--- src/rtl/sgc_pkg.sv ---
// shared constants and carrier types for the switch global control bank
// assumes an APB slave with 32-bit data, one register per aligned word
package sgc_pkg;

	// register indices, byte address is four times the index
	localparam logic [7:0] IDX_MGMT_DELAY  = 8'h60;
	localparam logic [7:0] IDX_P5_DELAY    = 8'h65;
	localparam logic [7:0] IDX_WAN_ADDR    = 8'h75;
	localparam logic [7:0] IDX_MGMT_ADDR   = 8'h78;
	localparam logic [7:0] IDX_SOFT_RESET  = 8'h79;
	localparam logic [7:0] IDX_PAUSE_CTRL  = 8'h80;
	localparam logic [7:0] IDX_AGE_CTRL    = 8'h88;
	localparam logic [7:0] IDX_AGE_PORT    = 8'h89;
	localparam logic [7:0] IDX_AGE_VID     = 8'h8A;
	localparam logic [7:0] IDX_AGE_TREE    = 8'h8C;

	// field positions
	localparam int DELAY_RX_BIT   = 1;
	localparam int DELAY_TX_BIT   = 0;
	localparam int SRST_TRIG_BIT  = 7;
	localparam int SRST_ARM_BIT   = 4;
	localparam int PAUSE_SKIP_BIT = 0;
	localparam int AGE_START_BIT  = 7;
	localparam int AGE_GROUP_BIT  = 5;
	localparam int AGE_TREE_BIT   = 4;
	localparam int AGE_VLAN_BIT   = 3;
	localparam int AGE_PORT_BIT   = 2;
	localparam int AGE_DYN_BIT    = 1;
	localparam int AGE_STATIC_BIT = 0;

	// reset values
	localparam logic [4:0]  WAN_ADDR_RST  = 5'h15;
	localparam logic [4:0]  MGMT_ADDR_RST = 5'h18;
	localparam logic [7:0]  BYTE_RST      = 8'h00;
	localparam logic [15:0] VID_REG_RST   = 16'h0000;

	// one address table entry as presented by the table walker
	typedef struct packed {
		logic        valid;
		logic        is_static;
		logic        is_group;
		logic [2:0]  tree_id;
		logic [11:0] vid;
		logic [3:0]  port;
	} sgc_entry_type;

	// aging filter settings
	typedef struct packed {
		logic        age_group_entries;
		logic        age_match_tree;
		logic        age_match_vlan_id;
		logic        age_match_port;
		logic        age_dynamic;
		logic        age_static;
		logic [2:0]  tree_select;
		logic [11:0] quick_age_vid_select;
		logic [3:0]  port_select;
	} sgc_age_filter_type;

	// clock delay enables of one RGMII port
	typedef struct packed {
		logic rx_delay;
		logic tx_delay;
	} sgc_clk_delay_type;

	typedef enum logic [1:0] {
		AGE_IDLE = 2'b00,
		AGE_READ = 2'b01,
		AGE_DONE = 2'b10
	} sgc_age_state_type;

endpackage

--- src/rtl/sgc_age_match.sv ---
// entry filter of the fast-aging pass
// assumes the entry and filter are stable in the cycle they are judged
`timescale 1ns/1ps
`default_nettype none

module sgc_age_match
(
	input  wire sgc_pkg::sgc_age_filter_type filter_i,
	input  wire sgc_pkg::sgc_entry_type      entry_i,
	output logic                             hit_o
);

	logic type_ok;
	logic group_ok;
	logic tree_ok;
	logic vlan_ok;
	logic port_ok;

	// enabled tree, VLAN and port filters must pass, disabled ones pass; type and group bits admit entries only when set
	always_comb
	begin
		type_ok  = (entry_i.is_static & filter_i.age_static)
			| (~entry_i.is_static & filter_i.age_dynamic);
		group_ok = ~entry_i.is_group | filter_i.age_group_entries;
		tree_ok  = ~filter_i.age_match_tree
			| (entry_i.tree_id == filter_i.tree_select);
		vlan_ok  = ~filter_i.age_match_vlan_id
			| (entry_i.vid == filter_i.quick_age_vid_select);
		port_ok  = ~filter_i.age_match_port
			| (entry_i.port == filter_i.port_select);
		hit_o    = entry_i.valid & type_ok & group_ok & tree_ok & vlan_ok & port_ok;
	end

endmodule

`default_nettype wire

--- src/rtl/sgc_ctrl_regs.sv ---
// global control register bank of the switch with its fast-aging walker
// assumes an APB master on sys_clk_i and a table walker that answers reads
//
// Our own choice: the APB register port.
`timescale 1ns/1ps
`default_nettype none

// Overview of operation
// - rx delay bit 1 of each port delay register delays receive clock; resets zero.
// - tx delay bit 0 of each port delay register delays transmit clock; resets zero.
// - five-bit WAN PHY polling address, reset 15h, feeds the PHY scanner.
// - five-bit management port PHY address, reset 18h.
// - soft reset asserts on bit 7 with arm bit 4; bit 7 zero releases.
// - pause bit 0 clear checks destination address; set skips the check.
// - writing one to control bit 7 starts a fast-aging pass.
// - hardware clears the start bit when the pass has finished.
// - bit 5 includes group entries in aging; clear excludes them.
// - bit 4 makes aging compare each entry's spanning tree identifier.
// - bit 3 makes aging compare entry VLAN identifier with selected VID.
// - bit 2 makes aging compare entry port with the selected port.
// - bit 1 lets the pass remove dynamically learned matching entries.
// - bit 0 lets the pass remove static matching entries.
// - four-bit port select in bits 3:0, reset zero.
// - twelve-bit VID select in bits 11:0, reset zero.
module sgc_ctrl_regs
#(
	parameter int PADDR_W     = 12,
	parameter int STRAP_W     = 8,
	parameter int TABLE_DEPTH = 1024,
	parameter int INDEX_W     = $clog2(TABLE_DEPTH)
)
(
	input  wire logic                       sys_clk_i,
	input  wire logic                       rst_i,
	// apb slave
	input  wire logic                       psel_i,
	input  wire logic                       penable_i,
	input  wire logic                       pwrite_i,
	input  wire logic [PADDR_W-1:0]         paddr_i,
	input  wire logic [31:0]                pwdata_i,
	output logic                            pready_o,
	output logic      [31:0]                prdata_o,
	output logic                            pslverr_o,
	// port controls
	output var   sgc_pkg::sgc_clk_delay_type mgmt_port_delay_o,
	output var   sgc_pkg::sgc_clk_delay_type port5_delay_o,
	output logic      [4:0]                 wan_phy_poll_addr_o,
	output logic      [4:0]                 mgmt_port_phy_addr_o,
	output logic                            pause_dest_check_skip_o,
	// soft reset and straps
	output logic                            soft_reset_o,
	input  wire logic [STRAP_W-1:0]         strap_i,
	output logic      [STRAP_W-1:0]         strap_o,
	// address table walker
	output logic                            at_rd_req_o,
	output logic      [INDEX_W-1:0]         at_rd_index_o,
	input  wire logic                       at_rd_valid_i,
	input  wire sgc_pkg::sgc_entry_type     at_rd_entry_i,
	output logic                            at_remove_o,
	output logic      [INDEX_W-1:0]         at_remove_index_o,
	output logic                            age_busy_o
);

	localparam logic [INDEX_W-1:0] LAST_INDEX = INDEX_W'(TABLE_DEPTH - 1);

	// byte address of a register index
	function automatic logic is_reg(input logic [PADDR_W-1:0] addr, input logic [7:0] idx);
		is_reg = (addr == PADDR_W'({idx, 2'b00}));
	endfunction

	logic                       wr_en;
	logic                       setup_phase;
	logic      [31:0]           rd_value;
	logic                       addr_err;
	logic [7:0]                 wdat;

	sgc_pkg::sgc_clk_delay_type mgmt_delay_reg;
	sgc_pkg::sgc_clk_delay_type p5_delay_reg;
	logic [4:0]                 wan_addr_reg;
	logic [4:0]                 mgmt_addr_reg;
	logic                       srst_trig_reg;
	logic                       srst_arm_reg;
	logic [3:0]                 srst_spare_reg;
	logic                       pause_skip_reg;
	logic                       age_start_reg;
	logic [4:0]                 age_opts_reg;
	logic                       age_group_reg;
	logic [7:0]                 age_port_reg;
	logic [15:0]                age_vid_reg;
	logic [2:0]                 age_tree_reg;
	logic [STRAP_W-1:0]         strap_reg;
	logic [31:0]                prdata_reg;

	sgc_pkg::sgc_age_state_type age_state_reg;
	sgc_pkg::sgc_age_state_type age_state_next;
	logic [INDEX_W-1:0]         age_index_reg;
	logic                       remove_reg;
	logic [INDEX_W-1:0]         remove_index_reg;
	sgc_pkg::sgc_age_filter_type age_filter;
	logic                       entry_hit;
	logic                       age_done;

	// zero wait state: every transfer ends in its first access cycle
	assign pready_o    = 1'b1;
	assign pslverr_o   = psel_i & penable_i & addr_err;
	assign prdata_o    = prdata_reg;
	assign wr_en       = psel_i & penable_i & pwrite_i & ~addr_err;
	assign setup_phase = psel_i & ~penable_i;
	assign wdat        = pwdata_i[7:0];

	// address decode and read mux
	always_comb
	begin
		rd_value = 32'h00000000;
		addr_err = 1'b0;
		if (is_reg(paddr_i, sgc_pkg::IDX_MGMT_DELAY))
			rd_value = {30'h0, mgmt_delay_reg};
		else if (is_reg(paddr_i, sgc_pkg::IDX_P5_DELAY))
			rd_value = {30'h0, p5_delay_reg};
		else if (is_reg(paddr_i, sgc_pkg::IDX_WAN_ADDR))
			rd_value = {27'h0, wan_addr_reg};
		else if (is_reg(paddr_i, sgc_pkg::IDX_MGMT_ADDR))
			rd_value = {27'h0, mgmt_addr_reg};
		else if (is_reg(paddr_i, sgc_pkg::IDX_SOFT_RESET))
			rd_value = {24'h000000, srst_trig_reg, 2'b00, srst_arm_reg, srst_spare_reg};
		else if (is_reg(paddr_i, sgc_pkg::IDX_PAUSE_CTRL))
			rd_value = {31'h0, pause_skip_reg};
		else if (is_reg(paddr_i, sgc_pkg::IDX_AGE_CTRL))
			rd_value = {24'h000000, age_start_reg, 1'b0, age_group_reg, age_opts_reg};
		else if (is_reg(paddr_i, sgc_pkg::IDX_AGE_PORT))
			rd_value = {24'h000000, age_port_reg};
		else if (is_reg(paddr_i, sgc_pkg::IDX_AGE_VID))
			rd_value = {16'h0000, age_vid_reg};
		else if (is_reg(paddr_i, sgc_pkg::IDX_AGE_TREE))
			rd_value = {29'h0, age_tree_reg};
		else
			addr_err = 1'b1;
	end

	// read data is captured in the setup cycle so it comes from a flop
	always_ff @(posedge sys_clk_i)
	begin
		if (rst_i)
			prdata_reg <= 32'h00000000;
		else if (setup_phase && !pwrite_i)
			prdata_reg <= rd_value;
	end

	// RGMII clock delay enables of both ports
	always_ff @(posedge sys_clk_i)
	begin
		if (rst_i)
		begin
			mgmt_delay_reg <= '0;
			p5_delay_reg   <= '0;
		end
		else if (wr_en && is_reg(paddr_i, sgc_pkg::IDX_MGMT_DELAY))
		begin
			mgmt_delay_reg.rx_delay <= wdat[sgc_pkg::DELAY_RX_BIT];
			mgmt_delay_reg.tx_delay <= wdat[sgc_pkg::DELAY_TX_BIT];
		end
		else if (wr_en && is_reg(paddr_i, sgc_pkg::IDX_P5_DELAY))
		begin
			p5_delay_reg.rx_delay <= wdat[sgc_pkg::DELAY_RX_BIT];
			p5_delay_reg.tx_delay <= wdat[sgc_pkg::DELAY_TX_BIT];
		end
	end

	assign mgmt_port_delay_o = mgmt_delay_reg;
	assign port5_delay_o     = p5_delay_reg;

	// PHY addresses used by the MDIO scanner
	always_ff @(posedge sys_clk_i)
	begin
		if (rst_i)
		begin
			wan_addr_reg  <= sgc_pkg::WAN_ADDR_RST;
			mgmt_addr_reg <= sgc_pkg::MGMT_ADDR_RST;
		end
		else if (wr_en && is_reg(paddr_i, sgc_pkg::IDX_WAN_ADDR))
			wan_addr_reg <= wdat[4:0];
		else if (wr_en && is_reg(paddr_i, sgc_pkg::IDX_MGMT_ADDR))
			mgmt_addr_reg <= wdat[4:0];
	end

	assign wan_phy_poll_addr_o  = wan_addr_reg;
	assign mgmt_port_phy_addr_o = mgmt_addr_reg;

	// guarded soft reset: trigger only counts when armed in the same or the previous soft reset write
	always_ff @(posedge sys_clk_i)
	begin
		if (rst_i)
		begin
			srst_trig_reg  <= 1'b0;
			srst_arm_reg   <= 1'b0;
			srst_spare_reg <= 4'h0;
		end
		else if (wr_en && is_reg(paddr_i, sgc_pkg::IDX_SOFT_RESET))
		begin
			srst_arm_reg   <= wdat[sgc_pkg::SRST_ARM_BIT];
			srst_spare_reg <= wdat[3:0];
			srst_trig_reg  <= wdat[sgc_pkg::SRST_TRIG_BIT]
				& (wdat[sgc_pkg::SRST_ARM_BIT] | srst_arm_reg);
		end
	end

	assign soft_reset_o = srst_trig_reg;

	// straps follow the pins while either reset is held, frozen afterwards
	always_ff @(posedge sys_clk_i)
	begin
		if (rst_i || srst_trig_reg)
			strap_reg <= strap_i;
	end

	assign strap_o = strap_reg;

	// pause frame destination address check option
	always_ff @(posedge sys_clk_i)
	begin
		if (rst_i)
			pause_skip_reg <= 1'b0;
		else if (wr_en && is_reg(paddr_i, sgc_pkg::IDX_PAUSE_CTRL))
			pause_skip_reg <= wdat[sgc_pkg::PAUSE_SKIP_BIT];
	end

	assign pause_dest_check_skip_o = pause_skip_reg;

	// aging filter selects
	always_ff @(posedge sys_clk_i)
	begin
		if (rst_i)
		begin
			age_port_reg <= sgc_pkg::BYTE_RST;
			age_vid_reg  <= sgc_pkg::VID_REG_RST;
			age_tree_reg <= 3'h0;
		end
		else if (wr_en && is_reg(paddr_i, sgc_pkg::IDX_AGE_PORT))
			age_port_reg <= wdat;
		else if (wr_en && is_reg(paddr_i, sgc_pkg::IDX_AGE_VID))
			age_vid_reg <= pwdata_i[15:0];
		else if (wr_en && is_reg(paddr_i, sgc_pkg::IDX_AGE_TREE))
			age_tree_reg <= wdat[2:0];
	end

	// aging option bits; software keeps group and port matching exclusive
	always_ff @(posedge sys_clk_i)
	begin
		if (rst_i)
			age_opts_reg <= 5'h00;
		else if (wr_en && is_reg(paddr_i, sgc_pkg::IDX_AGE_CTRL))
			age_opts_reg <= wdat[4:0];
	end

	// group aging enable kept apart from the five low option bits
	always_ff @(posedge sys_clk_i)
	begin
		if (rst_i)
			age_group_reg <= 1'b0;
		else if (wr_en && is_reg(paddr_i, sgc_pkg::IDX_AGE_CTRL))
			age_group_reg <= wdat[sgc_pkg::AGE_GROUP_BIT];
	end

	// start bit: a software set in the done cycle wins over the clear
	always_ff @(posedge sys_clk_i)
	begin
		if (rst_i)
			age_start_reg <= 1'b0;
		else if (wr_en && is_reg(paddr_i, sgc_pkg::IDX_AGE_CTRL)
			&& wdat[sgc_pkg::AGE_START_BIT])
			age_start_reg <= 1'b1;
		else if (age_done)
			age_start_reg <= 1'b0;
	end

	always_comb
	begin
		age_filter.age_group_entries    = age_group_reg;
		age_filter.age_match_tree       = age_opts_reg[sgc_pkg::AGE_TREE_BIT];
		age_filter.age_match_vlan_id    = age_opts_reg[sgc_pkg::AGE_VLAN_BIT];
		age_filter.age_match_port       = age_opts_reg[sgc_pkg::AGE_PORT_BIT];
		age_filter.age_dynamic          = age_opts_reg[sgc_pkg::AGE_DYN_BIT];
		age_filter.age_static           = age_opts_reg[sgc_pkg::AGE_STATIC_BIT];
		age_filter.tree_select          = age_tree_reg;
		age_filter.quick_age_vid_select = age_vid_reg[11:0];
		age_filter.port_select          = age_port_reg[3:0];
	end

	sgc_age_match u_match
	(
		.filter_i (age_filter),
		.entry_i  (at_rd_entry_i),
		.hit_o    (entry_hit)
	);

	// walker state: one table read at a time, held until the walker answers
	always_comb
	begin
		age_state_next = age_state_reg;
		case (age_state_reg)
			sgc_pkg::AGE_IDLE:
				if (age_start_reg)
					age_state_next = sgc_pkg::AGE_READ;
			sgc_pkg::AGE_READ:
				if (at_rd_valid_i && age_index_reg == LAST_INDEX)
					age_state_next = sgc_pkg::AGE_DONE;
			sgc_pkg::AGE_DONE:
				age_state_next = sgc_pkg::AGE_IDLE;
			default:
				age_state_next = sgc_pkg::AGE_IDLE;
		endcase
	end

	always_ff @(posedge sys_clk_i)
	begin
		if (rst_i)
			age_state_reg <= sgc_pkg::AGE_IDLE;
		else
			age_state_reg <= age_state_next;
	end

	// entry index walks the whole table once per pass
	always_ff @(posedge sys_clk_i)
	begin
		if (rst_i || age_state_reg == sgc_pkg::AGE_IDLE)
			age_index_reg <= '0;
		else if (age_state_reg == sgc_pkg::AGE_READ && at_rd_valid_i)
			age_index_reg <= age_index_reg + INDEX_W'(1);
	end

	// removal is a one-cycle pulse after the answer, index kept with it
	always_ff @(posedge sys_clk_i)
	begin
		if (rst_i)
		begin
			remove_reg       <= 1'b0;
			remove_index_reg <= '0;
		end
		else
		begin
			remove_reg <= (age_state_reg == sgc_pkg::AGE_READ)
				& at_rd_valid_i & entry_hit;
			if (age_state_reg == sgc_pkg::AGE_READ && at_rd_valid_i)
				remove_index_reg <= age_index_reg;
		end
	end

	assign age_done          = (age_state_reg == sgc_pkg::AGE_DONE);
	assign at_rd_req_o       = (age_state_reg == sgc_pkg::AGE_READ);
	assign at_rd_index_o     = age_index_reg;
	assign at_remove_o       = remove_reg;
	assign at_remove_index_o = remove_index_reg;
	assign age_busy_o        = (age_state_reg != sgc_pkg::AGE_IDLE);

endmodule

`default_nettype wire

--- config.mk ---
export PLATFORM = sky130hd
export DESIGN_NAME = sgc_ctrl_regs
export DESIGN_NICKNAME = d
export VERILOG_FILES = /design/src/rtl/sgc_pkg.sv /design/src/rtl/sgc_age_match.sv /design/src/rtl/sgc_ctrl_regs.sv
export SDC_FILE = /design/constraint.sdc
export NUM_CORES = 1
export LEC_CHECK = 0
export BUFFER_PORTS_ARGS = -buffer_cell sky130_fd_sc_hd__buf_2
export CORE_ASPECT_RATIO = 1.5
export CORE_UTILIZATION = 55
export DETAILED_ROUTE_END_ITERATION = 12
export GPL_TIMING_DRIVEN = 0
export PLACE_DENSITY = 0.91
export SLEW_MARGIN = 25
export SYNTH_ARGS = -nofsm -noshare
export SYNTH_HDL_FRONTEND = slang
export SYNTH_HIERARCHICAL = 1
export SYNTH_SLANG_ARGS = --single-unit
--- constraint.sdc ---
create_clock -name sys_clk_i -period 4.05 [get_ports sys_clk_i]
set_input_delay 0.405 -clock sys_clk_i [delete_from_list [all_inputs] [get_ports sys_clk_i]]
set_output_delay 0.405 -clock sys_clk_i [all_outputs]
set_load 0.01 [all_outputs]
# Word level (Yosys, flattened, before mapping)
# Cells that the tools add are included.
# word_totals
mem_count	0
mem_bits_rw	0
word_cells	123
output_inout_bits	81
inputBits	80
regBits	118
rom_bits	0
latchBits	0
# op_classes
div	0
n_shift	0
reduce_logical	25
n_mul	0
n_lt_le_gt_ge	0
eq_ne	18
n_bitwise	32
addsub	1
muxes	25
# op_table
op	n
16-bit 2-to-1 mux	9
12-bit by 10-bit == test with 1-bit output, second input constant	5
12-bit by 9-bit == test with 1-bit output, second input constant	5
1-bit bitwise AND	15
1-bit logical AND	14
12-bit == test	1
1-bit 2-to-1 mux	12
1-bit inverter	11
10-bit by 1-bit adder with 10-bit output, second input constant	1
10-bit == test, second input constant	1
2-bit AND reduction	4
1-bit OR	6
4-bit == test	1
2-bit 2-to-1 mux	2
2-bit case mux with 2 select lines	1
2-bit nonzero test	2
3-bit == test	1
3-bit 2-to-1 mux	1
3-bit AND reduction	1
2-bit by 1-bit == test with 1-bit output, second input constant	1
2-bit == test, second input constant	1
2-bit logical NOT	1
1-bit logical OR	2
2-bit by 1-bit inequality test with 1-bit output, second input constant	1
2 further kinds	2

# Logic depth before layout (Yosys ltp)
# logic_depth
word_depth	16
depth_mapped	10
ltp_nobuf	6

# Modules after synthesis
# Netlist, hierarchy kept.
# by_module_without_submodules
module	instances	seq_area_each_um2	cells_each	area_per_inst_um2
sgc_ctrl_regs	1	2122.0	549	4628.2
sgc_age_match	1	0.0	29	261.5

# Worst setup path before layout
# No wires, ideal clock.
# synth_timing
path_type	input-to-reg
startpoint	input paddr_i[6]
endpoint	register age_tree_reg[0]
setup_slack_ns	1.777
t_required_ns	3.922
path_stages	8
n_path_buf	2
arrival_ns	2.146
setup_time_ns	0.128
path_cell_list	buf_6 > or4b_4 > nor3_4 > nand2_4 > or4_1 > buf_2 > mux2i_1 > nor2_1
# synth_via
elab_chain_len	16
word_cells_on_any_way	28
cone_classes	eq/ne (10); mux (10); bitwise (4); reduce/logical (4)
# synth_rtl
element	line	source
start, declared	sgc_ctrl_regs.sv:39	input wire logic [PADDR_W-1:0] paddr_i,
12-bit by 10-bit == test with 1-bit output	sgc_ctrl_regs.sv:68	is_reg = (addr == PADDR_W'({idx, 2'b00}));
1-bit 2-to-1 mux	sgc_ctrl_regs.sv:134	else if (is_reg(paddr_i, sgc_pkg::IDX_AGE_TREE))
1-bit 2-to-1 mux	sgc_ctrl_regs.sv:132	else if (is_reg(paddr_i, sgc_pkg::IDX_AGE_VID))
1-bit 2-to-1 mux	sgc_ctrl_regs.sv:130	else if (is_reg(paddr_i, sgc_pkg::IDX_AGE_PORT))
1-bit 2-to-1 mux	sgc_ctrl_regs.sv:128	else if (is_reg(paddr_i, sgc_pkg::IDX_AGE_CTRL))
1-bit 2-to-1 mux	sgc_ctrl_regs.sv:126	else if (is_reg(paddr_i, sgc_pkg::IDX_PAUSE_CTRL))
1-bit 2-to-1 mux	sgc_ctrl_regs.sv:124	else if (is_reg(paddr_i, sgc_pkg::IDX_SOFT_RESET))
1-bit 2-to-1 mux	sgc_ctrl_regs.sv:122	else if (is_reg(paddr_i, sgc_pkg::IDX_MGMT_ADDR))
1-bit 2-to-1 mux	sgc_ctrl_regs.sv:120	else if (is_reg(paddr_i, sgc_pkg::IDX_WAN_ADDR))
1-bit 2-to-1 mux	sgc_ctrl_regs.sv:118	else if (is_reg(paddr_i, sgc_pkg::IDX_P5_DELAY))
1-bit 2-to-1 mux	sgc_ctrl_regs.sv:116	if (is_reg(paddr_i, sgc_pkg::IDX_MGMT_DELAY))
1-bit inverter	sgc_ctrl_regs.sv:107	assign wr_en = psel_i & penable_i & pwrite_i & ~addr_err;
1-bit bitwise AND	sgc_ctrl_regs.sv:107	
1-bit logical AND (on tied branches)	sgc_ctrl_regs.sv:240, sgc_ctrl_regs.sv:238	
1-bit inverter (no source line)	-	
3-bit AND reduction (no source line) *	-	
end signal, assigned	sgc_ctrl_regs.sv:243	age_tree_reg <= wdat[2:0];
end, declared	sgc_ctrl_regs.sv:90	logic [2:0] age_tree_reg;
# Mark *: on every way between the ends. The rest lies on a longest branch, timed or not.
# A chain may end at the register's enable or synchronous reset.

# Final worst setup path
# layout_timing
startpoint	input paddr_i[7]
endpoint	output pslverr_o
# layout_via
elab_chain_len	12
word_cells_on_any_way	21
cone_classes	eq/ne (10); mux (10); bitwise (1)
# layout_rtl
element	line	source
12-bit by 10-bit == test with 1-bit output	sgc_ctrl_regs.sv:68	
1-bit 2-to-1 mux	sgc_ctrl_regs.sv:134	
1-bit 2-to-1 mux	sgc_ctrl_regs.sv:132	
1-bit 2-to-1 mux	sgc_ctrl_regs.sv:130	
1-bit 2-to-1 mux	sgc_ctrl_regs.sv:128	
1-bit 2-to-1 mux	sgc_ctrl_regs.sv:126	
1-bit 2-to-1 mux	sgc_ctrl_regs.sv:124	
1-bit 2-to-1 mux	sgc_ctrl_regs.sv:122	
1-bit 2-to-1 mux	sgc_ctrl_regs.sv:120	
1-bit 2-to-1 mux	sgc_ctrl_regs.sv:118	
1-bit 2-to-1 mux *	sgc_ctrl_regs.sv:116	
1-bit bitwise AND *	sgc_ctrl_regs.sv:105	assign pslverr_o = psel_i & penable_i & addr_err;
end, declared	sgc_ctrl_regs.sv:43	output logic pslverr_o,
# Marked as above.

==> reports/metrics.yaml <==
timing:
  fmax_mhz: 384
  maxSlewViolCount: 0
  worst_slew_pin_slew_ns: 0.664
  rsz0062_at_grt: "no"
  maxSlewHeadroom_pct: 55.8
  fin_skew_ns: 0.00772
  setup_viol: 0
  finalHoldViolCount: 0
  hold-worst-slack_ns: 0.224
  tns_ns: 0
  period_needed_ns: 2.60
  fin_crit_sh_pct: 64.3
worst_setup_path:
  cp_num_buf_inv: 2
  start_kind: "primary input"
  critPathSlowestCell: "or4b_4"
  startpoint: "paddr_i[7]"
  criticalPathCategory: "primary input to primary output"
  crit_path_frequent_cell: "buf_2"
  cpPeakStageDelay_ns: 0.58
  arrival_ns: 2.20
  path_cells: "buf_2 > or4b_4 > nor3_4 > nand3_1 > o21bai_1 > o2111ai_1 > a21oi_1 > buf_2"
  end_kind: "primary output"
  reg2reg_from: "age_vid_reg[5]"
  critical-path-top-delay-family: "simple AND/OR/NAND/NOR gates"
  crit_required_ns: 3.64
  path_max_fanout: 4
floorplanning:
  die_h_um: 117
  rows: 41
  die_area_sq_um: 9280
  ios: 161
  core_sq_um: 8520
  initial_core_util_pct: 57.4
  die_w_um: 79.0
grt:
  antenna_found_initial: 0
  grt_overflow_total: 0
  grt_max_degree: 16
  grt_pass1_wl_um: 23300
  grt_use_total_pct: 33.1
  first_global_vias: 4712
detailed_routing:
  wl_um: 15000
  vias: 4721
  dr.first_iter.drc_count: 319
  drtAntennaViolNets: 0
  first_pass_iters: 5
  vias_per_cell: 5.63
  drc_errors: 0
  wl_per_cell_um: 17.9
power_and_ir_drop:
  ir_drop_uv: 256
  clkPwrFrac_pct: 39.9
  power.density_cell_area_nw_per_um2: 332
  p_seq_share_pct: 51.8
  p_sw_share_pct: 24.2
  pwr-share-comb_pct: 8.3
  p_switching_uw: 479
  power_mw: 1.98
  leakage_nw: 2.43
  p_int_mw: 1.50
clock_network:
  cts_made_buffers: 9
  hold_buffers: 0
  cts-resized-gates: 0
  clock_latency_ns: 0.36
  clkTransAtPathRegs_ns: 0.07
  postCtsSetupBuffers: 0
  clock-root-buffer: "clkbuf_16"
  cts_tree: "built"
  clock-sinks: 102
  h-tree-depth: 3
  clockBufferDepth: 2
yosys:
  synth_simple_gate_area_share_pct: 24.3
  yosys_warnings: 6
  synthMuxAreaShare_pct: 4.73
  yosysUniqueCellTypes: 61
  syn-instance-count: 578
  synth_edf_count: 8
  synth-xor-area-share_pct: 5.02
  synth.cell_area_sq_um: 4890
  synth_flop_cell: "dfxtp_1"
  async_reset_ff_share_pct: 0
  seq_area_frac_synth_pct: 43.4
  synth_compound_area_share_pct: 15.6
  synth.top_cells.by_area: "dfxtp_1, nand2_1, a21oi_1"
  synth-seq-cells: 102
  yosys.area.top_type: "dfxtp_1"
  avgSynthCellArea_sq_um: 8.46
  synth-adder-area-share_pct: 0.256
  synth_top_family_by_area: "simple AND/OR/NAND/NOR gates"
  synth.top_cell.area_share_pct: 38.5
layout:
  antennaDiodeCount: 0
  seqCellArea_sq_um: 2120
  fillers: 705
  most-common-layout-cells: "buf_2, nand2_1, dfxtp_1, nor2_1, a21oi_1"
  final_common_cell: "buf_2"
  syn2layout_area_growth_pct: 21.7
  drive_gt1_share_pct: 24.2
  final_net_count: 807
  multiInputGateArea_sq_um: 2510
outcome:
  status: "finished clean"
flow_run:
  maxCapViolCount: 0
placement:
  gp_congestion: 0.952
  portBuffers: 122
  dp_hpwl_um: 11700
hold_path:
  min-delay-start: "strap_i[5]"
  hold_path_class: "primary input to flip-flop"
==> synth_stat cells (3+ instances only) <==
| library cell | count |
|---|---|
| mux2i_1 | 22 |
| edfxtp_1 | 8 |
| o21ai_0 | 18 |
| a22oi_1 | 13 |
| xor2_1 | 21 |
| nand3_1 | 13 |
| or2_2 | 3 |
| and3_1 | 4 |
| nor4_2 | 3 |
| nor2_1 | 65 |
| nor3_1 | 8 |
| nand2_1 | 97 |
| nand4_1 | 6 |
| a21oi_1 | 50 |
| o31ai_1 | 4 |
| nand2b_1 | 5 |
| inv_1 | 8 |
| clkbuf_1 | 26 |
| buf_6 | 3 |
| o22ai_1 | 8 |
| nor3_4 | 3 |
| xnor2_1 | 7 |
| a211o_1 | 6 |
| buf_2 | 4 |
| nor2b_1 | 12 |
| a32oi_1 | 4 |
| buf_4 | 18 |
| dfxtp_1 | 94 |
| nor4_1 | 4 |
==> layout make-up <==
class	count	area share, %
Clock buffer	12	3.97
Tap cell	107	2.25
Buffer	51	4.81
Timing Repair Buffer	122	10.3
Inverter	8	0.505
Multi-Input combinational cell	432	42.1
Sequential cell	102	35.7
Clock inverter	4	0.399
==> layer usage <==
| metal | GRT usage, % | part of all wire, % |
|---|---|---|
| met3 | 6.51 | 7.3 |
| met4 | 22.4 | 5.9 |
| met1 | 33.8 | 36 |
| met5 | 0 | 0 |
| met2 | 59.0 | 51 |
==> path summary, 6_finish.rpt <==
kind                            slack [ns]  depth (start not counted)              endpoint
worst max-delay path                  1.45                          8             pslverr_o
worst min-delay path                  0.22                          1            strap_o[5]
worst max register to register        2.26                          6           at_remove_o
worst min register to register        0.45                          2  at_remove_index_o[8]
==> through the flow <==
stage | cell area, sq um | setup WS (ns) | util [%] | std cells
6_report | 5950 | 1.45 | 69.9 | 838
5_1_grt | 5950 | 1.37 | 69.9 | 838
4_1_cts | 5950 | 1.48 | 69.9 | 838
3_5_place_dp | 5690 | 1.35 | 66.8 | 822
3_3_place_gp | 5690 | 1.44 | 66.8 | 822
2_1_floorplan | 4950 | 1.78 | - | 593
==> worst register-to-register path, delay by kind of cell, from the launching register on <==
| kind | cells | cell delay (ns) |
|---|---|---|
| AO/OA/AOI/OAI | 1 | 0.44 |
| XOR/XNOR | 1 | 0.18 |
| flip-flops | 1 | 0.34 |
| AND/OR/NAND/NOR | 4 | 0.77 |
==> logic make-up after synthesis <==
group	count (synthesis)
compound gates	121
xor+xnor	28
fa+ha+maj	1
buf+inv	59
flops	102
mux	23
other cells	2
simple gates	242
==> power groups by stage <==
stage	registers [mW]	clock network (mW)	logic (mW)
global route	1.02	0.827	0.176
finish	1.02	0.789	0.163
floorplan	1.05	0	0.0816
CTS	1.02	0.783	0.161
detailed placement	1.05	0	0.160
global placement	1.05	0	0.158
Power figures use the tool's default switching activity.
